===== src/asr_pkg.sv =====
// constants shared by the sleep-state rail controller and its input filter
package asr_pkg;

    // ----------------------------------------------------------------
    // clock and timing
    // ----------------------------------------------------------------
    localparam int CLK_PERIOD_NS      = 20;
    localparam int DEGLITCH_NS        = 2000;   // pulses shorter than this are rejected
    localparam int SLEEP_DELAY_US     = 200;    // s3 request to sleep entry
    // least time, rounded up to whole cycles
    localparam int DEGLITCH_CYCLES    = (DEGLITCH_NS + CLK_PERIOD_NS - 1) / CLK_PERIOD_NS;
    localparam int SLEEP_DELAY_CYCLES = (SLEEP_DELAY_US * 1000 + CLK_PERIOD_NS - 1) / CLK_PERIOD_NS;

    // ----------------------------------------------------------------
    // apb register map (byte addresses)
    // ----------------------------------------------------------------
    localparam logic [7:0] CTRL_OFFSET   = 8'h00;
    localparam logic [7:0] STATUS_OFFSET = 8'h04;

    // control register fields
    localparam int         CTRL_SHUTDOWN_BIT   = 0;  // software shutdown, like a grounded soft-start
    localparam int         CTRL_FAULT_EN_BIT   = 1;  // fault reporting on the shared pin
    localparam logic [1:0] CTRL_RESET          = 2'h2;

    // status register fields
    localparam int STAT_STATE_LSB   = 0;   // 3-bit state code
    localparam int STAT_CFG33_BIT   = 4;
    localparam int STAT_CFG5_BIT    = 5;
    localparam int STAT_MEMSEL_BIT  = 6;   // 1 selects the 3.3V memory setting
    localparam int STAT_FAULT_BIT   = 7;
    localparam int STAT_SOURCE_LSB  = 8;   // 9 fault sources, uv then overtemp

    // ----------------------------------------------------------------
    // operating states
    // ----------------------------------------------------------------
    typedef enum logic [2:0] {
        ST_OFF,      // por or shutdown, everything off
        ST_ACTIVE,   // s0, s1/s2
        ST_WAIT,     // sleep entry delay running, outputs still active
        ST_S3,
        ST_S45
    } asr_state_type;

endpackage : asr_pkg


===== src/asr_deglitch.sv =====
// two-flop synchroniser followed by a stability filter for one sleep request pin
`timescale 1ns/1ps
module asr_deglitch
    import asr_pkg::*;
#(
    parameter int          FILTER_CYCLES = DEGLITCH_CYCLES,
    parameter logic        INIT_LEVEL    = 1'b1
) (
    input  wire logic pclk,      // system clock
    input  wire logic presetn,   // async reset, active low
    input  wire logic pin_in,    // raw pin level
    output logic      level_out  // filtered level
);

    localparam int CW = $clog2(FILTER_CYCLES + 1);
    localparam logic [CW-1:0] LAST = CW'(FILTER_CYCLES - 1);

    logic          meta_reg;
    logic          sync_reg;
    logic [CW-1:0] cnt_reg;

    // ----------------------------------------------------------------
    // synchroniser: only sync_reg reads meta_reg
    // ----------------------------------------------------------------
    always_ff @(posedge pclk or negedge presetn) begin
        if (!presetn) begin
            meta_reg <= INIT_LEVEL;
            sync_reg <= INIT_LEVEL;
        end else begin
            meta_reg <= pin_in;
            sync_reg <= meta_reg;
        end
    end

    // the new level must stand unbroken for the full window before it passes
    always_ff @(posedge pclk or negedge presetn) begin
        if (!presetn) begin
            cnt_reg   <= '0;
            level_out <= INIT_LEVEL;
        end else if (sync_reg == level_out) begin
            cnt_reg <= '0;
        end else if (cnt_reg == LAST) begin
            cnt_reg   <= '0;
            level_out <= sync_reg;
        end else begin
            cnt_reg <= cnt_reg + CW'(1);
        end
    end
endmodule : asr_deglitch


===== src/asr_rail_ctrl.sv =====
// sleep-state decoder, rail enable logic, fault pin and apb status block
//
// Local design decisions: the placing of the registers and register access over APB.
`timescale 1ns/1ps

module asr_rail_ctrl
    import asr_pkg::*;
#(
    parameter int SLEEP_DELAY = SLEEP_DELAY_CYCLES,   // cycles from s3 request to sleep
    parameter int FILTER_LEN  = DEGLITCH_CYCLES       // cycles of request filter
) (
    input  wire logic        pclk,                   // 50 MHz clock
    input  wire logic        presetn,                // async reset, active low
    input  wire logic        psel,                   // apb select
    input  wire logic        penable,                // apb access phase
    input  wire logic        pwrite,                 // apb write
    input  wire logic [7:0]  paddr,                  // apb byte address
    input  wire logic [31:0] pwdata,                 // apb write data
    output logic [31:0]      prdata,                 // apb read data
    output logic             pready,                 // apb ready
    output logic             pslverr,                // apb error on unmapped address
    input  wire logic        sleep_s3_request_n,     // s3 request, active low
    input  wire logic        sleep_s5_request_n,     // s5 request, active low
    input  wire logic        dual33_sleep_config,    // 1: 3.3V dual off in s4/s5
    input  wire logic        dual5_sleep_config,     // 1: 5V dual kept in sleep
    input  wire logic        standby5_bias_input,    // standby bias above por level
    input  wire logic        soft_start_low,         // soft-start node pulled low
    input  wire logic        memory_output_sense,    // memory output undervoltage
    input  wire logic        dual33_output_sense,    // 3.3V dual undervoltage
    input  wire logic        dual5_output_sense,     // 5V dual undervoltage
    input  wire logic        standby33_sense,        // 3.3V standby undervoltage
    input  wire logic        clock_supply_sense,     // clock supply undervoltage
    input  wire logic        main33_uv,              // main 3.3V undervoltage
    input  wire logic        main5_uv,               // main 5V undervoltage
    input  wire logic        main12_uv,              // main 12V undervoltage
    input  wire logic        overtemp,               // overtemperature
    input  wire logic        fault_memsel_pin_in,    // shared pin level read back
    output logic             fault_memsel_pin_out,   // shared pin drive level
    output logic             fault_memsel_pin_oe,    // shared pin drive enable
    output logic             memory_select_33,       // memory setting, 1 = 3.3V
    output logic             memory_pass_drive,      // external memory pass element
    output logic             memory_internal_enable, // internal memory pass element
    output logic             dual33_standby_drive,   // 3.3V dual standby regulation
    output logic             dual_active_gate_drive, // main supplies onto dual planes
    output logic             dual5_standby_switch,   // standby 5V onto 5V dual
    output logic             standby33_output,       // 3.3V standby regulator enable
    output logic             clock_supply_output     // 2.5V clock regulator enable
);

    localparam int TW = $clog2(SLEEP_DELAY + 1);
    localparam logic [TW-1:0] T_LAST = TW'(SLEEP_DELAY - 1);
    localparam int NMON = 9;

    // ----------------------------------------------------------------
    // input synchronisers and request filters
    // ----------------------------------------------------------------
    logic [NMON+4:0] meta_reg;
    logic [NMON+4:0] sync_reg;
    logic            s3_n;
    logic            s5_n;

    // monitors, bias, shutdown, configs and the shared pin pass two flops
    always_ff @(posedge pclk or negedge presetn) begin
        if (!presetn) begin
            meta_reg <= '0;
            sync_reg <= '0;
        end else begin
            meta_reg <= {fault_memsel_pin_in, dual5_sleep_config, dual33_sleep_config,
                         soft_start_low, standby5_bias_input, overtemp, main12_uv, main5_uv,
                         main33_uv, clock_supply_sense, standby33_sense, dual5_output_sense,
                         dual33_output_sense, memory_output_sense};
            sync_reg <= meta_reg;
        end
    end

    wire logic [NMON-1:0] mon_uv   = sync_reg[NMON-1:0];
    wire logic            bias_ok  = sync_reg[NMON];
    wire logic            ss_low   = sync_reg[NMON+1];
    wire logic            cfg33_in = sync_reg[NMON+2];
    wire logic            cfg5_in  = sync_reg[NMON+3];
    wire logic            pin_in   = sync_reg[NMON+4];

    asr_deglitch #(.FILTER_CYCLES(FILTER_LEN), .INIT_LEVEL(1'b1)) u_s3_filter (
        .pclk      (pclk),
        .presetn   (presetn),
        .pin_in    (sleep_s3_request_n),
        .level_out (s3_n)
    );

    asr_deglitch #(.FILTER_CYCLES(FILTER_LEN), .INIT_LEVEL(1'b1)) u_s5_filter (
        .pclk      (pclk),
        .presetn   (presetn),
        .pin_in    (sleep_s5_request_n),
        .level_out (s5_n)
    );

    // ----------------------------------------------------------------
    // control register and power gating
    // ----------------------------------------------------------------
    logic [1:0] ctrl_reg;
    logic       por_n;
    logic       run;

    assign por_n = bias_ok;
    assign run   = por_n && !ss_low && !ctrl_reg[CTRL_SHUTDOWN_BIT];

    // ----------------------------------------------------------------
    // sleep state machine
    // ----------------------------------------------------------------
    asr_state_type state_reg;
    asr_state_type state_next;
    logic [TW-1:0] timer_reg;
    logic          capture;

    // illegal requests simply leave the current state in place
    always_comb begin
        state_next = state_reg;
        case (state_reg)
            ST_OFF: begin
                if (s3_n)
                    state_next = ST_ACTIVE;
                else if (!s5_n)
                    state_next = ST_S45;
                else
                    state_next = ST_S3;
            end
            ST_ACTIVE: begin
                if (!s3_n)
                    state_next = ST_WAIT;
            end
            ST_WAIT: begin
                if (s3_n)
                    state_next = ST_ACTIVE;
                else if (timer_reg == T_LAST)
                    state_next = s5_n ? ST_S3 : ST_S45;
            end
            ST_S3: begin
                if (s3_n && s5_n)
                    state_next = ST_ACTIVE;
            end
            ST_S45: begin
                if (s3_n && s5_n)
                    state_next = ST_ACTIVE;
            end
            default: state_next = ST_OFF;
        endcase
    end

    // configs are taken on the way into sleep or when leaving off
    assign capture = (state_reg == ST_OFF) ||
                     ((state_next == ST_S3 || state_next == ST_S45) && state_reg != state_next);

    // por, shutdown and software shutdown all park the machine in off
    always_ff @(posedge pclk or negedge presetn) begin
        if (!presetn) begin
            state_reg <= ST_OFF;
        end else if (!run) begin
            state_reg <= ST_OFF;
        end else begin
            state_reg <= state_next;
        end
    end

    // delay timer only runs while waiting for sleep entry
    always_ff @(posedge pclk or negedge presetn) begin
        if (!presetn) begin
            timer_reg <= '0;
        end else if (state_reg == ST_WAIT && run) begin
            timer_reg <= timer_reg + TW'(1);
        end else begin
            timer_reg <= '0;
        end
    end

    // ----------------------------------------------------------------
    // latched configuration and memory select
    // ----------------------------------------------------------------
    logic cfg33_reg;
    logic cfg5_reg;
    logic memsel_reg;

    // in sleep the latched copy wins, so late pin changes are ignored
    always_ff @(posedge pclk or negedge presetn) begin
        if (!presetn) begin
            cfg33_reg  <= 1'b0;
            cfg5_reg   <= 1'b1;
            memsel_reg <= 1'b0;
        end else if (run && capture) begin
            cfg33_reg <= cfg33_in;
            cfg5_reg  <= cfg5_in;
            if (state_reg == ST_OFF)
                memsel_reg <= pin_in;
        end
    end

    // ----------------------------------------------------------------
    // rail enables, registered from state and run; standby 3.3V from run alone
    // ----------------------------------------------------------------
    wire logic is_active = (state_reg == ST_ACTIVE) || (state_reg == ST_WAIT);
    wire logic is_s3     = (state_reg == ST_S3);
    wire logic is_sleep  = is_s3 || (state_reg == ST_S45);

    always_ff @(posedge pclk or negedge presetn) begin
        if (!presetn) begin
            memory_pass_drive      <= 1'b0;
            memory_internal_enable <= 1'b0;
            dual33_standby_drive   <= 1'b0;
            dual_active_gate_drive <= 1'b0;
            dual5_standby_switch   <= 1'b0;
            standby33_output       <= 1'b0;
            clock_supply_output    <= 1'b0;
            memory_select_33       <= 1'b0;
        end else begin
            memory_pass_drive      <= run && is_active;
            memory_internal_enable <= run && is_s3;
            dual33_standby_drive   <= run && is_sleep && (is_s3 || !cfg33_reg);
            dual_active_gate_drive <= run && is_active;
            dual5_standby_switch   <= run && is_sleep && cfg5_reg;
            standby33_output       <= por_n && !ss_low && !ctrl_reg[CTRL_SHUTDOWN_BIT];
            clock_supply_output    <= run && is_active;
            memory_select_33       <= memsel_reg;
        end
    end

    // ----------------------------------------------------------------
    // fault detection and shared pin
    // ----------------------------------------------------------------
    logic [NMON-1:0] armed;
    logic            fault;

    // an output is only watched while it is meant to be up
    assign armed = {1'b1,
                    {3{is_active}},                                  // main supplies
                    clock_supply_output,
                    standby33_output,
                    dual_active_gate_drive || dual5_standby_switch,
                    dual_active_gate_drive || dual33_standby_drive,
                    memory_pass_drive || memory_internal_enable};
    assign fault = |(mon_uv & armed);

    // shutdown forces the pin low; otherwise it is driven high on an enabled fault, else released for sensing
    always_ff @(posedge pclk or negedge presetn) begin
        if (!presetn) begin
            fault_memsel_pin_out <= 1'b0;
            fault_memsel_pin_oe  <= 1'b0;
        end else if (por_n && !run) begin
            fault_memsel_pin_out <= 1'b0;
            fault_memsel_pin_oe  <= 1'b1;
        end else begin
            fault_memsel_pin_out <= run && fault && ctrl_reg[CTRL_FAULT_EN_BIT];
            fault_memsel_pin_oe  <= run && fault && ctrl_reg[CTRL_FAULT_EN_BIT];
        end
    end

    // ----------------------------------------------------------------
    // apb slave: one wait state, error on unmapped address
    // ----------------------------------------------------------------
    wire logic hit_ctrl = (paddr == CTRL_OFFSET);
    wire logic hit_stat = (paddr == STATUS_OFFSET);
    wire logic access   = psel && penable && !pready;

    always_ff @(posedge pclk or negedge presetn) begin
        if (!presetn) begin
            pready  <= 1'b0;
            pslverr <= 1'b0;
            prdata  <= '0;
        end else begin
            pready  <= access;
            pslverr <= access && (!(hit_ctrl || hit_stat) || (hit_stat && pwrite)); // status is read-only
            if (access && !pwrite && hit_ctrl)
                prdata <= {30'h0, ctrl_reg};
            else if (access && !pwrite && hit_stat)
                prdata <= {15'h0, mon_uv, fault, memsel_reg, cfg5_reg, cfg33_reg, 1'b0, state_reg};
            else
                prdata <= '0;
        end
    end

    // write lands at the edge that completes the access
    always_ff @(posedge pclk or negedge presetn) begin
        if (!presetn) begin
            ctrl_reg <= CTRL_RESET;
        end else if (psel && penable && pready && pwrite && hit_ctrl) begin
            ctrl_reg <= pwdata[1:0];
        end
    end
endmodule : asr_rail_ctrl


===== config.mk =====
export PLATFORM = sky130hd
export DESIGN_NAME = asr_rail_ctrl
export DESIGN_NICKNAME = d
export VERILOG_FILES = /design/src/asr_pkg.sv /design/src/asr_deglitch.sv /design/src/asr_rail_ctrl.sv
export SDC_FILE = /design/constraint.sdc
export NUM_CORES = 1
export LEC_CHECK = 0
export BUFFER_PORTS_ARGS = -buffer_cell sky130_fd_sc_hd__buf_2
export CAP_MARGIN = 20
export CORE_ASPECT_RATIO = 1.4
export CORE_UTILIZATION = 55
export CTS_BUF_LIST = sky130_fd_sc_hd__clkbuf_4 sky130_fd_sc_hd__clkbuf_8
export DETAILED_ROUTE_END_ITERATION = 8
export GPL_TIMING_DRIVEN = 0
export HOLD_SLACK_MARGIN = 0.03
export PLACE_DENSITY = 0.85
export RECOVER_POWER = 25
export SETUP_SLACK_MARGIN = 0.2
export SLEW_MARGIN = 20
export SYNTH_ARGS = -nofsm -noshare
export SYNTH_HDL_FRONTEND = slang
export SYNTH_SLANG_ARGS = --single-unit
export TNS_END_PERCENT = 100

===== constraint.sdc =====
create_clock -name pclk -period 3.69 [get_ports pclk]
set_input_delay 0.1845 -clock pclk [delete_from_list [all_inputs] [get_ports pclk]]
set_output_delay 0.1845 -clock pclk [all_outputs]
set_load 0.02 [all_outputs]

Word level (Yosys, flattened, before mapping)
Cells that the tools add are included. W data, S select, Z words.

Register bits after elaboration: 112. Input bits: 61. Word-level logic and storage cells: 111.

Bitwise logic cells: 3. Add/sub/neg operators: 3. Equal/unequal tests: 13. Reductions and logical operators: 48. Multiplexer cells: 17.

Operators by type and width (number): $mux W32 (1); $mux W7 (4); $logic_and A1 B1 Y1 (24); $mux W3 (7); $mux W17 (1); $add A14 B1 Y14 const B (1); $add A7 B1 Y7 const B (2); $eq A14 B14 Y1 const B (1); $eq A7 B7 Y1 const B (2); $mux W14 (1); $pmux W3 S4 (1); $logic_or A1 B1 Y1 (10); $and A9 B9 Y9 (1); $eq A3 B2 Y1 const B (3); $reduce_or A9 Y1 (1); $eq A8 B3 Y1 const B (1); $logic_not A8 Y1 (1); $logic_not A1 Y1 (7); $eq A3 B3 Y1 const B (2); $reduce_and A2 Y1 (3); $eq A3 B1 Y1 const B (1); $logic_not A3 Y1 (1); $ne A3 B3 Y1 (1); $eq A1 B1 Y1 (2); 3 further kinds (5).

Depth between registers and ports, before layout
Gate-level depths: netlist of run 1.

Word-level depth: 10. Mapped depth: 6.

Modules after synthesis
A second synthesis of run 1 with hierarchy kept.

Cells, all modules: 306. Area, all modules: 3771.1 sq um.

By module, submodules not included: asr_rail_ctrl (cells an instance 232, seq. area each 1904.3 sq um, area each 2892.8 sq um, instances 1); asr_deglitch (cells an instance 37, seq. area each 254.0 sq um, area each 439.2 sq um, instances 2).

Worst setup path after synthesis of run 1
OpenSTA, ideal clock, no wires.

Kind: register to register. Start: reg timer_reg[0]. End: reg cfg33_reg. Library setup time: 0.127 ns. Slack: 1.928 ns. Stages on the path, launching flop included: 6. Clock period less this slack: 1.762 ns. Arrival time: 1.634 ns. Cells stage by stage: dfrtp_1 -> ha_1 -> and3_1 -> nand4_2 -> a2111o_1 -> mux2_1.

Longest elaborated chain between the ends: 9. Elaborated cells between the ends (all ways): 11. Those cells by class: eq/ne (4); mux (3); reduce/logical (4).

RTL lines: from (decl) (line asr_rail_ctrl.sv:112) `logic [TW-1:0] timer_reg;`; from (signal assigned) (line asr_rail_ctrl.sv:169) `timer_reg <= timer_reg + TW'(1);`; $eq A14 B14 Y1 (*) (line asr_rail_ctrl.sv:134) `else if (timer_reg == T_LAST)`; $mux W3 (*) (line asr_rail_ctrl.sv:134); $mux W3 (*) (line asr_rail_ctrl.sv:132) `if (s3_n)`; $pmux W3 S4 (*) (line asr_rail_ctrl.sv:118) `case (state_reg)`; $eq A3 B2 Y1 or $eq A3 B3 Y1 (tied branches) (line asr_rail_ctrl.sv:151) `((state_next == ST_S3 || state_next == ST_S45) && state_reg != state_next);`; $logic_or A1 B1 Y1 (line asr_rail_ctrl.sv:151); $logic_and A1 B1 Y1 (*) (line asr_rail_ctrl.sv:151); $logic_or A1 B1 Y1 (*) (line asr_rail_ctrl.sv:150) `assign capture = (state_reg == ST_OFF) ||`; $logic_and A1 B1 Y1 (*) (line asr_rail_ctrl.sv:188) `end else if (run && capture) begin`; to (signal assigned) (line asr_rail_ctrl.sv:189) `cfg33_reg <= cfg33_in;`; to (decl) (line asr_rail_ctrl.sv:178) `logic cfg33_reg;`.

Every way passes the cells marked *; elsewhere a longest branch is shown, timed or not. A chain may end at the register's enable or synchronous reset.

Worst setup path after layout of run 1
Same ends and word-level chain as after synthesis.

==> impl_metrics.xml, run 1 <==
<?xml version="1.0" encoding="UTF-8"?>
<metrics>
  <group name="yosys">
    <metric name="ys_top_cells_by_count" unit="">dfrtp_1, nor2_1, nand2_1</metric>
    <metric name="synth.lib_cells_used.distinct" unit="">36</metric>
    <metric name="most_frequent_cell_after_synthesis" unit="">dfrtp_1</metric>
    <metric name="synth_area_per_cell" unit="um^2">12.3</metric>
    <metric name="syn-instance-count" unit="">301</metric>
    <metric name="netlist_top_cells_area" unit="">dfrtp_1, dfstp_2, nor2_1</metric>
    <metric name="synth_flop_cell" unit="">dfrtp_1</metric>
    <metric name="ys_ff_latch" unit="">96</metric>
    <metric name="mappedNetlistArea" unit="um^2">3700</metric>
    <metric name="seq_area_frac_synth" unit="%">65.2</metric>
    <metric name="number_of_enable_type_register_cells_in_the_synthesized_netlist" unit="">0</metric>
    <metric name="synth.top_cell.area_share" unit="%">59.5</metric>
    <metric name="ys.warnings.count" unit="">0</metric>
    <metric name="async_reset_ff_share" unit="%">100</metric>
    <metric name="synth_area_leader_cell" unit="">dfrtp_1</metric>
  </group>
  <group name="detailed_routing">
    <metric name="drc_violation_count_after_routing" unit="">12</metric>
    <metric name="met2RoutedLength" unit="mm">3.80</metric>
    <metric name="route.detailed.vias_per_inst" unit="">5.17</metric>
    <metric name="routed.top_layer" unit="">met4</metric>
    <metric name="drtIter0Drc" unit="">200</metric>
    <metric name="antenna_left" unit="">0</metric>
    <metric name="met3_wirelength" unit="um">276</metric>
    <metric name="total_via_count_in_the_routed_design" unit="">2498</metric>
    <metric name="wire_per_inst" unit="um">14.2</metric>
    <metric name="met1_length" unit="mm">2.61</metric>
    <metric name="detailedRoute.firstPassIterationCount" unit="">6</metric>
    <metric name="routed_wl" unit="mm">6.84</metric>
  </group>
  <group name="setup_path">
    <metric name="timing.critical_path.fanout_max" unit="">4</metric>
    <metric name="timing.setup.critical_path_class" unit="">reg2reg</metric>
    <metric name="worst_r2r_end" unit="">cfg33_reg</metric>
    <metric name="cp_data_arrival_time" unit="ns">2.16</metric>
    <metric name="cp-start-kind" unit="">flop</metric>
    <metric name="timing.critical_path.slowest_stage_cell" unit="">a2111o_1</metric>
    <metric name="crit_required" unit="ns">3.94</metric>
    <metric name="r2r-start" unit="">timer_reg[0]</metric>
    <metric name="critPathCapture" unit="">cfg33_reg</metric>
    <metric name="cp-startpoint" unit="">timer_reg[0]</metric>
    <metric name="crit_path_cell_trace" unit="">ha_1 &gt; and3_1 &gt; nand4_2 &gt; a2111o_1 &gt; mux2_1</metric>
    <metric name="timing.critical_path.slowest_cell_delay" unit="ns">0.46</metric>
    <metric name="timing.reg2reg.worst_path_depth" unit="">5</metric>
    <metric name="crit_path_end_kind" unit="">flop</metric>
    <metric name="setup.reg_to_reg.worst_slack" unit="ns">1.77</metric>
  </group>
  <group name="timing">
    <metric name="post-route-period-util" unit="%">51.9</metric>
    <metric name="setup_repair_after_global_routing_missed_its_margin" unit="">no</metric>
    <metric name="achievable-frequency" unit="GHz">0.522</metric>
    <metric name="layout_min_cycle_time" unit="ns">1.92</metric>
    <metric name="worstMarginPinSlew" unit="ns">0.586</metric>
    <metric name="maxSlewViolCount" unit="">0</metric>
    <metric name="timing.final.hold_violations" unit="">0</metric>
    <metric name="post_route_clock_skew" unit="ns">0.00803</metric>
    <metric name="maxSlewHeadroom" unit="%">60.9</metric>
    <metric name="finalSetupTns" unit="ns">0</metric>
    <metric name="setup_viol" unit="">0</metric>
    <metric name="finalHoldWorstSlack" unit="ns">0.0636</metric>
  </group>
  <group name="floorplanning">
    <metric name="coreArea" unit="um^2">6530</metric>
    <metric name="fp.dieW" unit="um">71.3</metric>
    <metric name="die_height" unit="um">99.0</metric>
    <metric name="design.die.area" unit="um^2">7060</metric>
    <metric name="start_util" unit="%">56.7</metric>
    <metric name="fp-row-count" unit="">35</metric>
    <metric name="io_pins" unit="">105</metric>
  </group>
  <group name="job">
    <metric name="max-cap-violations" unit="">0</metric>
  </group>
  <group name="grt">
    <metric name="grt_pass1_vias" unit="">2460</metric>
    <metric name="remaining_overflow_grt" unit="">0</metric>
    <metric name="grt_pass1_wl" unit="mm">11.2</metric>
    <metric name="antenna_found_initial" unit="">1</metric>
    <metric name="grt_usage" unit="%">21.3</metric>
    <metric name="maximum_number_of_pins_on_one_net_before_global_route_repair" unit="">51</metric>
  </group>
  <group name="final_layout">
    <metric name="final_core_utilization" unit="%">70.0</metric>
    <metric name="drive_gt1_share" unit="%">26.5</metric>
    <metric name="largest_register_ff_count" unit="">16</metric>
    <metric name="nets" unit="">467</metric>
    <metric name="largest-register" unit="">prdata</metric>
    <metric name="area_growth_syn_to_layout" unit="%">23.4</metric>
  </group>
  <group name="hold_path">
    <metric name="worst_hold_path_type" unit="">in2reg</metric>
  </group>
  <group name="clock_network">
    <metric name="post_cts.resized_instances" unit="">0</metric>
    <metric name="cts-htree-levels" unit="">3</metric>
    <metric name="root_buffer" unit="">clkbuf_8</metric>
    <metric name="tritoncts_buffer_count" unit="">9</metric>
    <metric name="clk_latency" unit="ns">0.36</metric>
    <metric name="cts-hold-fix-buffers" unit="">17</metric>
    <metric name="cts.sink_count" unit="">96</metric>
    <metric name="cts_setup_buffers" unit="">0</metric>
    <metric name="clk_transition_reported_paths" unit="ns">0.09</metric>
    <metric name="deepest_clock_path_buffer_count" unit="">2</metric>
    <metric name="cts_tree" unit="">built</metric>
  </group>
  <group name="power">
    <metric name="fin_total_pwr" unit="mW">1.99</metric>
    <metric name="ir_drop" unit="V">0.000394</metric>
    <metric name="power.leakage" unit="nW">2.26</metric>
    <metric name="power-per-cell-area" unit="nW/um^2">435</metric>
  </group>
  <group name="run_status">
    <metric name="violations" unit="">DRC</metric>
    <metric name="status" unit="">finished with violations</metric>
  </group>
  <group name="place">
    <metric name="dp_hpwl" unit="mm">4.48</metric>
    <metric name="globalplace.congestion" unit="">0.827</metric>
    <metric name="port_buffers" unit="">58</metric>
  </group>
</metrics>
worst max-delay path, delay by kind of cell (launching register included):
kind / cells / cell delay [ns]
AO/OA/AOI/OAI: 1 / 0.46
adder cells (fa/ha/maj): 1 / 0.21
flip-flops: 1 / 0.39
multiplexers: 1 / 0.31
AND/OR/NAND/NOR: 2 / 0.43
layout make-up:
type                            instances  area (um^2)
Sequential cell                        96         2410
Fill cell                             452         1960
Multi-Input combinational cell        191         1170
Timing Repair Buffer                   76          488
Buffer                                 25          161
Clock buffer                            9          124
Clock inverter                          7          101
Tap cell                               74         92.6
Inverter                                4         15.0
Antenna cell                            1         2.50
cells in the final DEF (no fill, tap or decap), types with 7 or more instances in the layout:
master	count
a21oi_1	7
buf_2	55
dfstp_2	8
xor2_1	16
dlygate4sd3_1	17
nor3_1	8
nor2_1	40
clkbuf_8	9
dfrtp_1	88
clkbuf_1	9
and2_1	15
nand3_1	11
nand2_1	19
xnor2_1	9
buf_4	19
conb_1	16
power by group:
part | switching (mW) | internal [mW] | total [mW] | leakage, nW
registers | 0.0197 | 1.09 | 1.11 | 1.23
logic | 0.0715 | 0.0563 | 0.128 | 0.913
clock network | 0.362 | 0.389 | 0.751 | 0.112
total | 0.453 | 1.53 | 1.99 | 2.26
cell families (layout without fill, tap and decap cells):
family	Yosys count	in the layout	synth area share (%)
flops	96	96	65.2
buf+inv	29	121	4.77
simple gates	121	121	17.5
fa+ha+maj	3	3	1.01
compound gates	17	17	2.84
other cells	1	17	0.101
mux	9	9	2.67
xor+xnor	25	25	5.92
worst min path at each step:
stage	from	end	cells after the start
after floorplan	presetn	cfg33_reg	0
after global placement	sleep_s5_request_n	u_s5_filter.meta_reg	1
after detailed placement	presetn	u_s5_filter.cnt_reg[6]	1
after CTS	pwdata[1]	ctrl_reg[1]	2
after global routing	pwdata[0]	ctrl_reg[0]	2
final	pwdata[1]	ctrl_reg[1]	2
routing by layer:
metal	vias to the layer above	track usage, %
met5	-	0
met4	0	10.3
met3	14	4.19
met2	73	39.0
met1	1231	23.2
li1	1180	-
per-stage QoR:
step,setup slack (ns),area (um^2),std cells
6_report,1.77,4560,483
5_1_grt,1.71,4560,483
4_1_cts,1.76,4560,482
3_5_place_dp,1.76,4170,449
3_3_place_gp,1.65,4140,448
2_1_floorplan,1.93,3760,316
(Power assumes the default switching activity.)
==> run 2, diff against run 1 <==
--- a/config.mk
+++ b/config.mk
@@ -8,12 +8,12 @@
 export BUFFER_PORTS_ARGS = -buffer_cell sky130_fd_sc_hd__buf_2
 export CAP_MARGIN = 20
 export CORE_ASPECT_RATIO = 1.4
-export CORE_UTILIZATION = 55
+export CORE_UTILIZATION = 53
 export CTS_BUF_LIST = sky130_fd_sc_hd__clkbuf_4 sky130_fd_sc_hd__clkbuf_8
 export DETAILED_ROUTE_END_ITERATION = 8
 export GPL_TIMING_DRIVEN = 0
 export HOLD_SLACK_MARGIN = 0.03
-export PLACE_DENSITY = 0.85
+export PLACE_DENSITY = 0.82
 export RECOVER_POWER = 25
 export SETUP_SLACK_MARGIN = 0.2
 export SLEW_MARGIN = 20
==> constraint.sdc (replaced) <==
create_clock -name pclk -period 2 [get_ports pclk]
set_input_delay 0.1 -clock pclk [delete_from_list [all_inputs] [get_ports pclk]]
set_output_delay 0.1 -clock pclk [all_outputs]
set_load 0.02 [all_outputs]
==> impl_metrics.xml, run 2 (synthesized netlist as in run 1, its figures left out) <==
<?xml version="1.0" encoding="UTF-8"?>
<metrics>
  <group name="run_status">
    <metric name="status" unit="">complete, no violations</metric>
  </group>
  <group name="power">
    <metric name="power.leakage" unit="nW">2.33</metric>
    <metric name="fin_total_pwr" unit="mW">3.52</metric>
    <metric name="power-per-cell-area" unit="nW/um^2">742</metric>
    <metric name="ir_drop" unit="V">0.000561</metric>
  </group>
  <group name="timing">
    <metric name="layout_min_cycle_time" unit="ns">1.84</metric>
    <metric name="setup_viol" unit="">0</metric>
    <metric name="worstMarginPinSlew" unit="ns">1.33</metric>
    <metric name="maxSlewViolCount" unit="">0</metric>
    <metric name="timing.final.hold_violations" unit="">0</metric>
    <metric name="finalSetupTns" unit="ns">0</metric>
    <metric name="setup_repair_after_global_routing_missed_its_margin" unit="">yes</metric>
    <metric name="post_route_clock_skew" unit="ns">0.0109</metric>
    <metric name="achievable-frequency" unit="GHz">0.544</metric>
    <metric name="postLayoutSetupSlackWorst" unit="ns">0.160</metric>
    <metric name="maxSlewHeadroom" unit="%">11.3</metric>
    <metric name="post-route-period-util" unit="%">92.0</metric>
  </group>
  <group name="final_layout">
    <metric name="largest_register_ff_count" unit="">16</metric>
    <metric name="area_growth_syn_to_layout" unit="%">28.1</metric>
    <metric name="antenna-diode-count" unit="">0</metric>
    <metric name="final_core_utilization" unit="%">71.2</metric>
    <metric name="finish.cell_count_without_fillers" unit="">518</metric>
    <metric name="largest-register" unit="">prdata</metric>
    <metric name="layout_common_cells" unit="">dfrtp_1, buf_2, nor2_1, buf_4, dlygate4sd3_1</metric>
    <metric name="drive_gt1_share" unit="%">31.0</metric>
    <metric name="most_frequent_standard_cell_in_the_layout_excluding_fill_and_tap_cells" unit="">dfrtp_1</metric>
    <metric name="nets" unit="">485</metric>
  </group>
  <group name="floorplanning">
    <metric name="die_height" unit="um">101</metric>
    <metric name="coreArea" unit="um^2">6660</metric>
    <metric name="design.die.area" unit="um^2">7320</metric>
    <metric name="io_pins" unit="">105</metric>
    <metric name="fp-row-count" unit="">35</metric>
    <metric name="start_util" unit="%">55.6</metric>
    <metric name="fp.dieW" unit="um">72.6</metric>
  </group>
  <group name="place">
    <metric name="globalplace.congestion" unit="">0.825</metric>
    <metric name="dp_hpwl" unit="mm">4.39</metric>
    <metric name="dp.cells" unit="">467</metric>
    <metric name="post-place-ws" unit="ns">0.0880</metric>
    <metric name="port_buffers" unit="">58</metric>
  </group>
  <group name="clock_network">
    <metric name="cts.sink_count" unit="">96</metric>
    <metric name="tritoncts_buffer_count" unit="">9</metric>
    <metric name="cts_tree" unit="">built</metric>
    <metric name="deepest_clock_path_buffer_count" unit="">2</metric>
    <metric name="cts-htree-levels" unit="">3</metric>
    <metric name="clk_latency" unit="ns">0.37</metric>
    <metric name="clk_transition_reported_paths" unit="ns">0.09</metric>
    <metric name="root_buffer" unit="">clkbuf_8</metric>
  </group>
  <group name="detailed_routing">
    <metric name="routed_wl" unit="mm">6.86</metric>
    <metric name="drtIter0Drc" unit="">169</metric>
    <metric name="wire_per_inst" unit="um">13.2</metric>
    <metric name="total_via_count_in_the_routed_design" unit="">2550</metric>
    <metric name="route.detailed.vias_per_inst" unit="">4.92</metric>
    <metric name="drc_violation_count_after_routing" unit="">0</metric>
    <metric name="detailedRoute.firstPassIterationCount" unit="">4</metric>
    <metric name="antenna_left" unit="">0</metric>
  </group>
  <group name="setup_path">
    <metric name="timing.critical_path.fanout_max" unit="">4</metric>
    <metric name="crit_path_end_kind" unit="">flop</metric>
    <metric name="timing.reg2reg.worst_path_depth" unit="">4</metric>
    <metric name="timing.critical_path.slowest_stage_cell" unit="">a2111o_1</metric>
    <metric name="cp_data_arrival_time" unit="ns">2.10</metric>
    <metric name="crit_path_cell_trace" unit="">nor4b_4 &gt; nand4_2 &gt; a2111o_1 &gt; mux2_4</metric>
    <metric name="cp-start-kind" unit="">flop</metric>
    <metric name="crit_required" unit="ns">2.26</metric>
    <metric name="timing.critical_path.slowest_cell_delay" unit="ns">0.49</metric>
    <metric name="timing.setup.critical_path_class" unit="">reg2reg</metric>
  </group>
  <group name="job">
    <metric name="max-cap-violations" unit="">0</metric>
  </group>
  <group name="grt">
    <metric name="maximum_number_of_pins_on_one_net_before_global_route_repair" unit="">56</metric>
    <metric name="antenna_found_initial" unit="">0</metric>
    <metric name="grt_pass1_wl" unit="mm">10.5</metric>
    <metric name="remaining_overflow_grt" unit="">0</metric>
    <metric name="grt_usage" unit="%">19.4</metric>
    <metric name="grt_pass1_vias" unit="">2368</metric>
  </group>
  <group name="hold_path">
    <metric name="hold_path_cell_cnt" unit="">2</metric>
    <metric name="worst_hold_path_type" unit="">in2reg</metric>
  </group>
</metrics>
-- run 2: changes by cell type in the layout (fill, tap and decap cells not counted), moves of 2 or more --
cell | before | now
clkbuf_2 | 0 | 3
buf_4 | 19 | 31
dlygate4sd3_1 | 17 | 23
dfrtp_1 | 88 | 83
clkbuf_1 | 9 | 5
bufinv_16 | 2 | 0
dfrtp_2 | 0 | 5
-- run 2: stage by stage --
step                hold slack (ns)  cell area, um^2
detailed placement            0.182             4180
floorplan                    -0.196             3760
global placement              0.205             4160
finish                       0.0646             4740
global route                 0.0711             4740
CTS                          0.0432             4630
-- run 2: final cells by class --
| cell class | instances | area (um^2) |
|---|---|---|
| fill | 474 | 1920 |
| buffer | 25 | 168 |
| tap | 92 | 115 |
| timing repair buffer | 94 | 629 |
| sequential | 96 | 2420 |
| multi-input combinational | 191 | 1200 |
| inverter | 4 | 15.0 |
| clock inverter | 7 | 72.6 |
| clock buffer | 9 | 124 |
-- run 2: final timing paths --
check                      slack (ns)          from               endpoint
min in group asynchronous        0.56       presetn            sync_reg[1]
min reg2reg                      0.35  meta_reg[10]           sync_reg[10]
max in group asynchronous        0.53       presetn  u_s5_filter.level_out
min                              0.06          psel                 pready
max                              0.16  timer_reg[5]              cfg33_reg
max reg2reg                      0.16  timer_reg[5]              cfg33_reg
-- run 2: what timing repair did --
item	in CTS	in global routing
resized for setup	6	13
setup endpoints to repair	12	18
hold endpoints to repair	70	0
hold buffers	23	0
setup buffers	1	11
pin swaps	1	2
-- run 2: critical path, delay by kind of cell, from the launching register on --
kind | cells | cell delay, ns
compound gates | 1 | 0.49
flops | 1 | 0.46
mux | 1 | 0.31
simple gates | 2 | 0.48
-- run 2: metal layers --
layer,up-vias,GRT usage [%],wire length (um)
li1,1215,-,-
met1,1245,22.0,2680
met2,74,33.6,3710
met3,16,4.30,263
met4,0,10.4,210
met5,-,0,0
-- run 2: where the power goes --
part           internal [mW]  switching [mW]  total, mW  leakage, nW
Clock                  0.490           0.737       1.23       0.0970
Sequential              2.01          0.0346       2.04         1.22
Combinational          0.114           0.131      0.245         1.01
==> run 3, diff against run 2 <==
--- a/config.mk
+++ b/config.mk
@@ -8,16 +8,18 @@
 export BUFFER_PORTS_ARGS = -buffer_cell sky130_fd_sc_hd__buf_2
 export CAP_MARGIN = 20
 export CORE_ASPECT_RATIO = 1.4
-export CORE_UTILIZATION = 53
+export CORE_MARGIN = 3
+export CORE_UTILIZATION = 54
 export CTS_BUF_LIST = sky130_fd_sc_hd__clkbuf_4 sky130_fd_sc_hd__clkbuf_8
 export DETAILED_ROUTE_END_ITERATION = 8
 export GPL_TIMING_DRIVEN = 0
 export HOLD_SLACK_MARGIN = 0.03
-export PLACE_DENSITY = 0.82
+export PLACE_DENSITY = 0.83
 export RECOVER_POWER = 25
 export SETUP_SLACK_MARGIN = 0.2
 export SLEW_MARGIN = 20
 export SYNTH_ARGS = -nofsm -noshare
 export SYNTH_HDL_FRONTEND = slang
+export SYNTH_HIERARCHICAL = 1
 export SYNTH_SLANG_ARGS = --single-unit
 export TNS_END_PERCENT = 100
==> impl_metrics.xml, run 3 <==
<?xml version="1.0" encoding="UTF-8"?>
<metrics>
  <group name="detailed_routing">
    <metric name="met1_length" unit="mm">2.87</metric>
    <metric name="routed.top_layer" unit="">met4</metric>
    <metric name="routed_wl" unit="mm">7.31</metric>
    <metric name="drtIter0Drc" unit="">161</metric>
    <metric name="route.detailed.vias_per_inst" unit="">5.14</metric>
    <metric name="met3_wirelength" unit="um">346</metric>
    <metric name="total_via_count_in_the_routed_design" unit="">2670</metric>
    <metric name="met2RoutedLength" unit="mm">3.91</metric>
    <metric name="detailedRoute.firstPassIterationCount" unit="">5</metric>
    <metric name="drc_violation_count_after_routing" unit="">0</metric>
    <metric name="wire_per_inst" unit="um">14.1</metric>
    <metric name="antenna_left" unit="">0</metric>
  </group>
  <group name="floorplanning">
    <metric name="design.die.area" unit="um^2">8040</metric>
    <metric name="fp-row-count" unit="">35</metric>
    <metric name="fp.dieW" unit="um">76.6</metric>
    <metric name="coreArea" unit="um^2">6700</metric>
    <metric name="die_height" unit="um">105</metric>
    <metric name="start_util" unit="%">56.3</metric>
    <metric name="io_pins" unit="">105</metric>
  </group>
  <group name="clock_network">
    <metric name="cts.sink_count" unit="">96</metric>
    <metric name="deepest_clock_path_buffer_count" unit="">2</metric>
    <metric name="tritoncts_buffer_count" unit="">9</metric>
    <metric name="clk_latency" unit="ns">0.35</metric>
    <metric name="cts-htree-levels" unit="">3</metric>
    <metric name="root_buffer" unit="">clkbuf_8</metric>
    <metric name="clk_transition_reported_paths" unit="ns">0.09</metric>
    <metric name="cts_tree" unit="">built</metric>
  </group>
  <group name="final_layout">
    <metric name="nets" unit="">486</metric>
    <metric name="drive_gt1_share" unit="%">32.8</metric>
    <metric name="area_growth_syn_to_layout" unit="%">28.6</metric>
    <metric name="largest_register_ff_count" unit="">16</metric>
    <metric name="most_frequent_standard_cell_in_the_layout_excluding_fill_and_tap_cells" unit="">dfrtp_1</metric>
    <metric name="antenna-diode-count" unit="">0</metric>
    <metric name="layout_common_cells" unit="">dfrtp_1, buf_2, nor2_1, buf_4, dlygate4sd3_1</metric>
    <metric name="final_core_utilization" unit="%">72.4</metric>
    <metric name="largest-register" unit="">prdata</metric>
  </group>
  <group name="yosys">
    <metric name="number_of_enable_type_register_cells_in_the_synthesized_netlist" unit="">0</metric>
    <metric name="synth_flop_cell" unit="">dfrtp_1</metric>
    <metric name="mappedNetlistArea" unit="um^2">3770</metric>
    <metric name="async_reset_ff_share" unit="%">100</metric>
    <metric name="seq_area_frac_synth" unit="%">64.0</metric>
    <metric name="synth_area_leader_cell" unit="">dfrtp_1</metric>
    <metric name="ys_top_cells_by_count" unit="">dfrtp_1, nor2_1, buf_4</metric>
    <metric name="synth.lib_cells_used.distinct" unit="">49</metric>
    <metric name="ys.warnings.count" unit="">6</metric>
    <metric name="most_frequent_cell_after_synthesis" unit="">dfrtp_1</metric>
    <metric name="ys_ff_latch" unit="">96</metric>
    <metric name="syn-instance-count" unit="">306</metric>
    <metric name="synth_area_per_cell" unit="um^2">12.3</metric>
    <metric name="synth.top_cell.area_share" unit="%">58.4</metric>
    <metric name="netlist_top_cells_area" unit="">dfrtp_1, dfstp_2, buf_4</metric>
  </group>
  <group name="timing">
    <metric name="post-route-period-util" unit="%">91.2</metric>
    <metric name="maxSlewViolCount" unit="">0</metric>
    <metric name="setup_viol" unit="">0</metric>
    <metric name="setup_repair_after_global_routing_missed_its_margin" unit="">yes</metric>
    <metric name="layout_min_cycle_time" unit="ns">1.82</metric>
    <metric name="finalSetupTns" unit="ns">0</metric>
    <metric name="achievable-frequency" unit="GHz">0.548</metric>
    <metric name="post_route_clock_skew" unit="ns">0.00569</metric>
    <metric name="finalHoldWorstSlack" unit="ns">0.0699</metric>
    <metric name="worstMarginPinSlew" unit="ns">0.830</metric>
    <metric name="maxSlewHeadroom" unit="%">44.7</metric>
    <metric name="timing.final.hold_violations" unit="">0</metric>
  </group>
  <group name="setup_path">
    <metric name="critical_path.top_delay_family" unit="">compound AO/OA/AOI/OAI gates</metric>
    <metric name="cell_count_along_the_critical_path" unit="">6</metric>
    <metric name="crit_path_end_kind" unit="">flop</metric>
    <metric name="setup.reg_to_reg.worst_slack" unit="ns">0.18</metric>
    <metric name="timing.critical_path.fanout_max" unit="">2</metric>
    <metric name="crit_path_cell_trace" unit="">ha_2 &gt; and3_4 &gt; buf_6 &gt; nand4_1 &gt; a2111o_1 &gt; mux2_4</metric>
    <metric name="worst_r2r_end" unit="">cfg33_reg</metric>
    <metric name="wp_buf_inv" unit="">1</metric>
    <metric name="crit_required" unit="ns">2.24</metric>
    <metric name="timing.critical_path.slowest_cell_delay" unit="ns">0.44</metric>
    <metric name="critPathCapture" unit="">cfg33_reg</metric>
    <metric name="timing.reg2reg.worst_path_depth" unit="">6</metric>
    <metric name="timing.critical_path.slowest_stage_cell" unit="">a2111o_1</metric>
    <metric name="cp-startpoint" unit="">timer_reg[1]</metric>
    <metric name="cp_data_arrival_time" unit="ns">2.06</metric>
    <metric name="r2r-start" unit="">timer_reg[1]</metric>
    <metric name="timing.setup.critical_path_class" unit="">reg2reg</metric>
    <metric name="cp-start-kind" unit="">flop</metric>
  </group>
  <group name="place">
    <metric name="globalplace.congestion" unit="">0.805</metric>
    <metric name="dp_hpwl" unit="mm">4.64</metric>
    <metric name="port_buffers" unit="">58</metric>
  </group>
  <group name="grt">
    <metric name="antenna_found_initial" unit="">0</metric>
    <metric name="grt_usage" unit="%">19.5</metric>
    <metric name="grt_pass1_wl" unit="mm">12.4</metric>
    <metric name="maximum_number_of_pins_on_one_net_before_global_route_repair" unit="">65</metric>
    <metric name="grt_pass1_vias" unit="">2672</metric>
    <metric name="remaining_overflow_grt" unit="">0</metric>
  </group>
  <group name="power">
    <metric name="power-per-cell-area" unit="nW/um^2">786</metric>
    <metric name="power.leakage" unit="nW">2.28</metric>
    <metric name="ir_drop" unit="V">0.000468</metric>
  </group>
  <group name="run_status">
    <metric name="status" unit="">complete, no violations</metric>
  </group>
  <group name="hold_path">
    <metric name="worst_hold_path_type" unit="">in2reg</metric>
    <metric name="holdCritStartpoint" unit="">psel</metric>
  </group>
  <group name="job">
    <metric name="max-cap-violations" unit="">0</metric>
  </group>
</metrics>
## run 3: changes by cell type in the layout (fill, tap and decap cells not counted), sizes merged, moves of 3 or more
cell    before  now
o21ai        4   10
nor4b        4    1
nor2        40   31
inv          8    5
xor2        16   10
bufinv       0    3
nor3         8   15
nand2       19   13
nor4         3    6
nand2b       0    3
a41oi        0    3
## run 3: worst min path at each step
stage                                   endpoint  slack [ns]  depth (start not counted)
final                                     pready        0.07                          2
after global routing                      pready        0.08                          2
after CTS                                 pready        0.03                          2
after detailed placement  u_s5_filter/cnt_reg[3]        0.07                          1
after global placement      u_s5_filter/meta_reg        0.21                          1
after floorplan                        cfg33_reg       -0.20                          0
## run 3: metal layers
| layer | global-route usage, % | up-vias |
|---|---|---|
| met5 | 0 | - |
| met2 | 34.8 | 98 |
| met1 | 22.1 | 1299 |
| li1 | - | 1253 |
| met3 | 3.71 | 20 |
| met4 | 9.84 | 0 |
## run 3: repair_timing
item / in CTS / in global routing
endpoints found under the hold margin: 51 / 0
buffers inserted: 7 / 3
pin swaps: 3 / 2
endpoints found under the setup margin: 2 / 23
hold buffers: 21 / 0
resized for setup: 8 / 7
## run 3: cell type report
cell class              count  area (um^2)
repair buffers             90          603
fillers                   422         1850
clock buffers               9          124
well taps                  92          115
clock inverters             7          131
inverters                   5         18.8
flip-flops and latches     96         2410
multi-input cells         195         1260
plain buffers              25          180
## run 3: logic make-up (layout without fill, tap and decap cells)
family	count (synthesis)	count (layout)	synth area share (%)
flip-flops	96	96	64.0
XOR/XNOR	21	21	4.88
other	1	16	0.0994
buffers and inverters	30	136	4.84
AO/OA/AOI/OAI	29	29	5.44
adder cells (fa/ha/maj)	4	4	1.26
multiplexers	9	9	2.62
AND/OR/NAND/NOR	116	116	16.9
## run 3: worst register-to-register path, stage by stage, from the launching register on
cell	delay, ns
dfrtp_1	0.37
ha_2	0.19
and3_4	0.19
buf_6	0.09
nand4_1	0.13
a2111o_1	0.44
mux2_4	0.31
## run 3: stage by stage
step	instances	power, mW	setup WS, ns	cell area (um^2)
CTS	516	3.82	0.167	4810
global placement	471	2.28	0.0509	4240
finish	519	3.81	0.176	4850
detailed placement	472	2.29	0.0322	4270
global route	519	3.95	0.114	4850
floorplan	321	2.19	0.218	3830
## run 3: where the power goes
group	internal (mW)	total (mW)	switching [mW]
logic	0.117	0.255	0.138
registers	2.01	2.04	0.0356
clock network	0.844	1.51	0.669
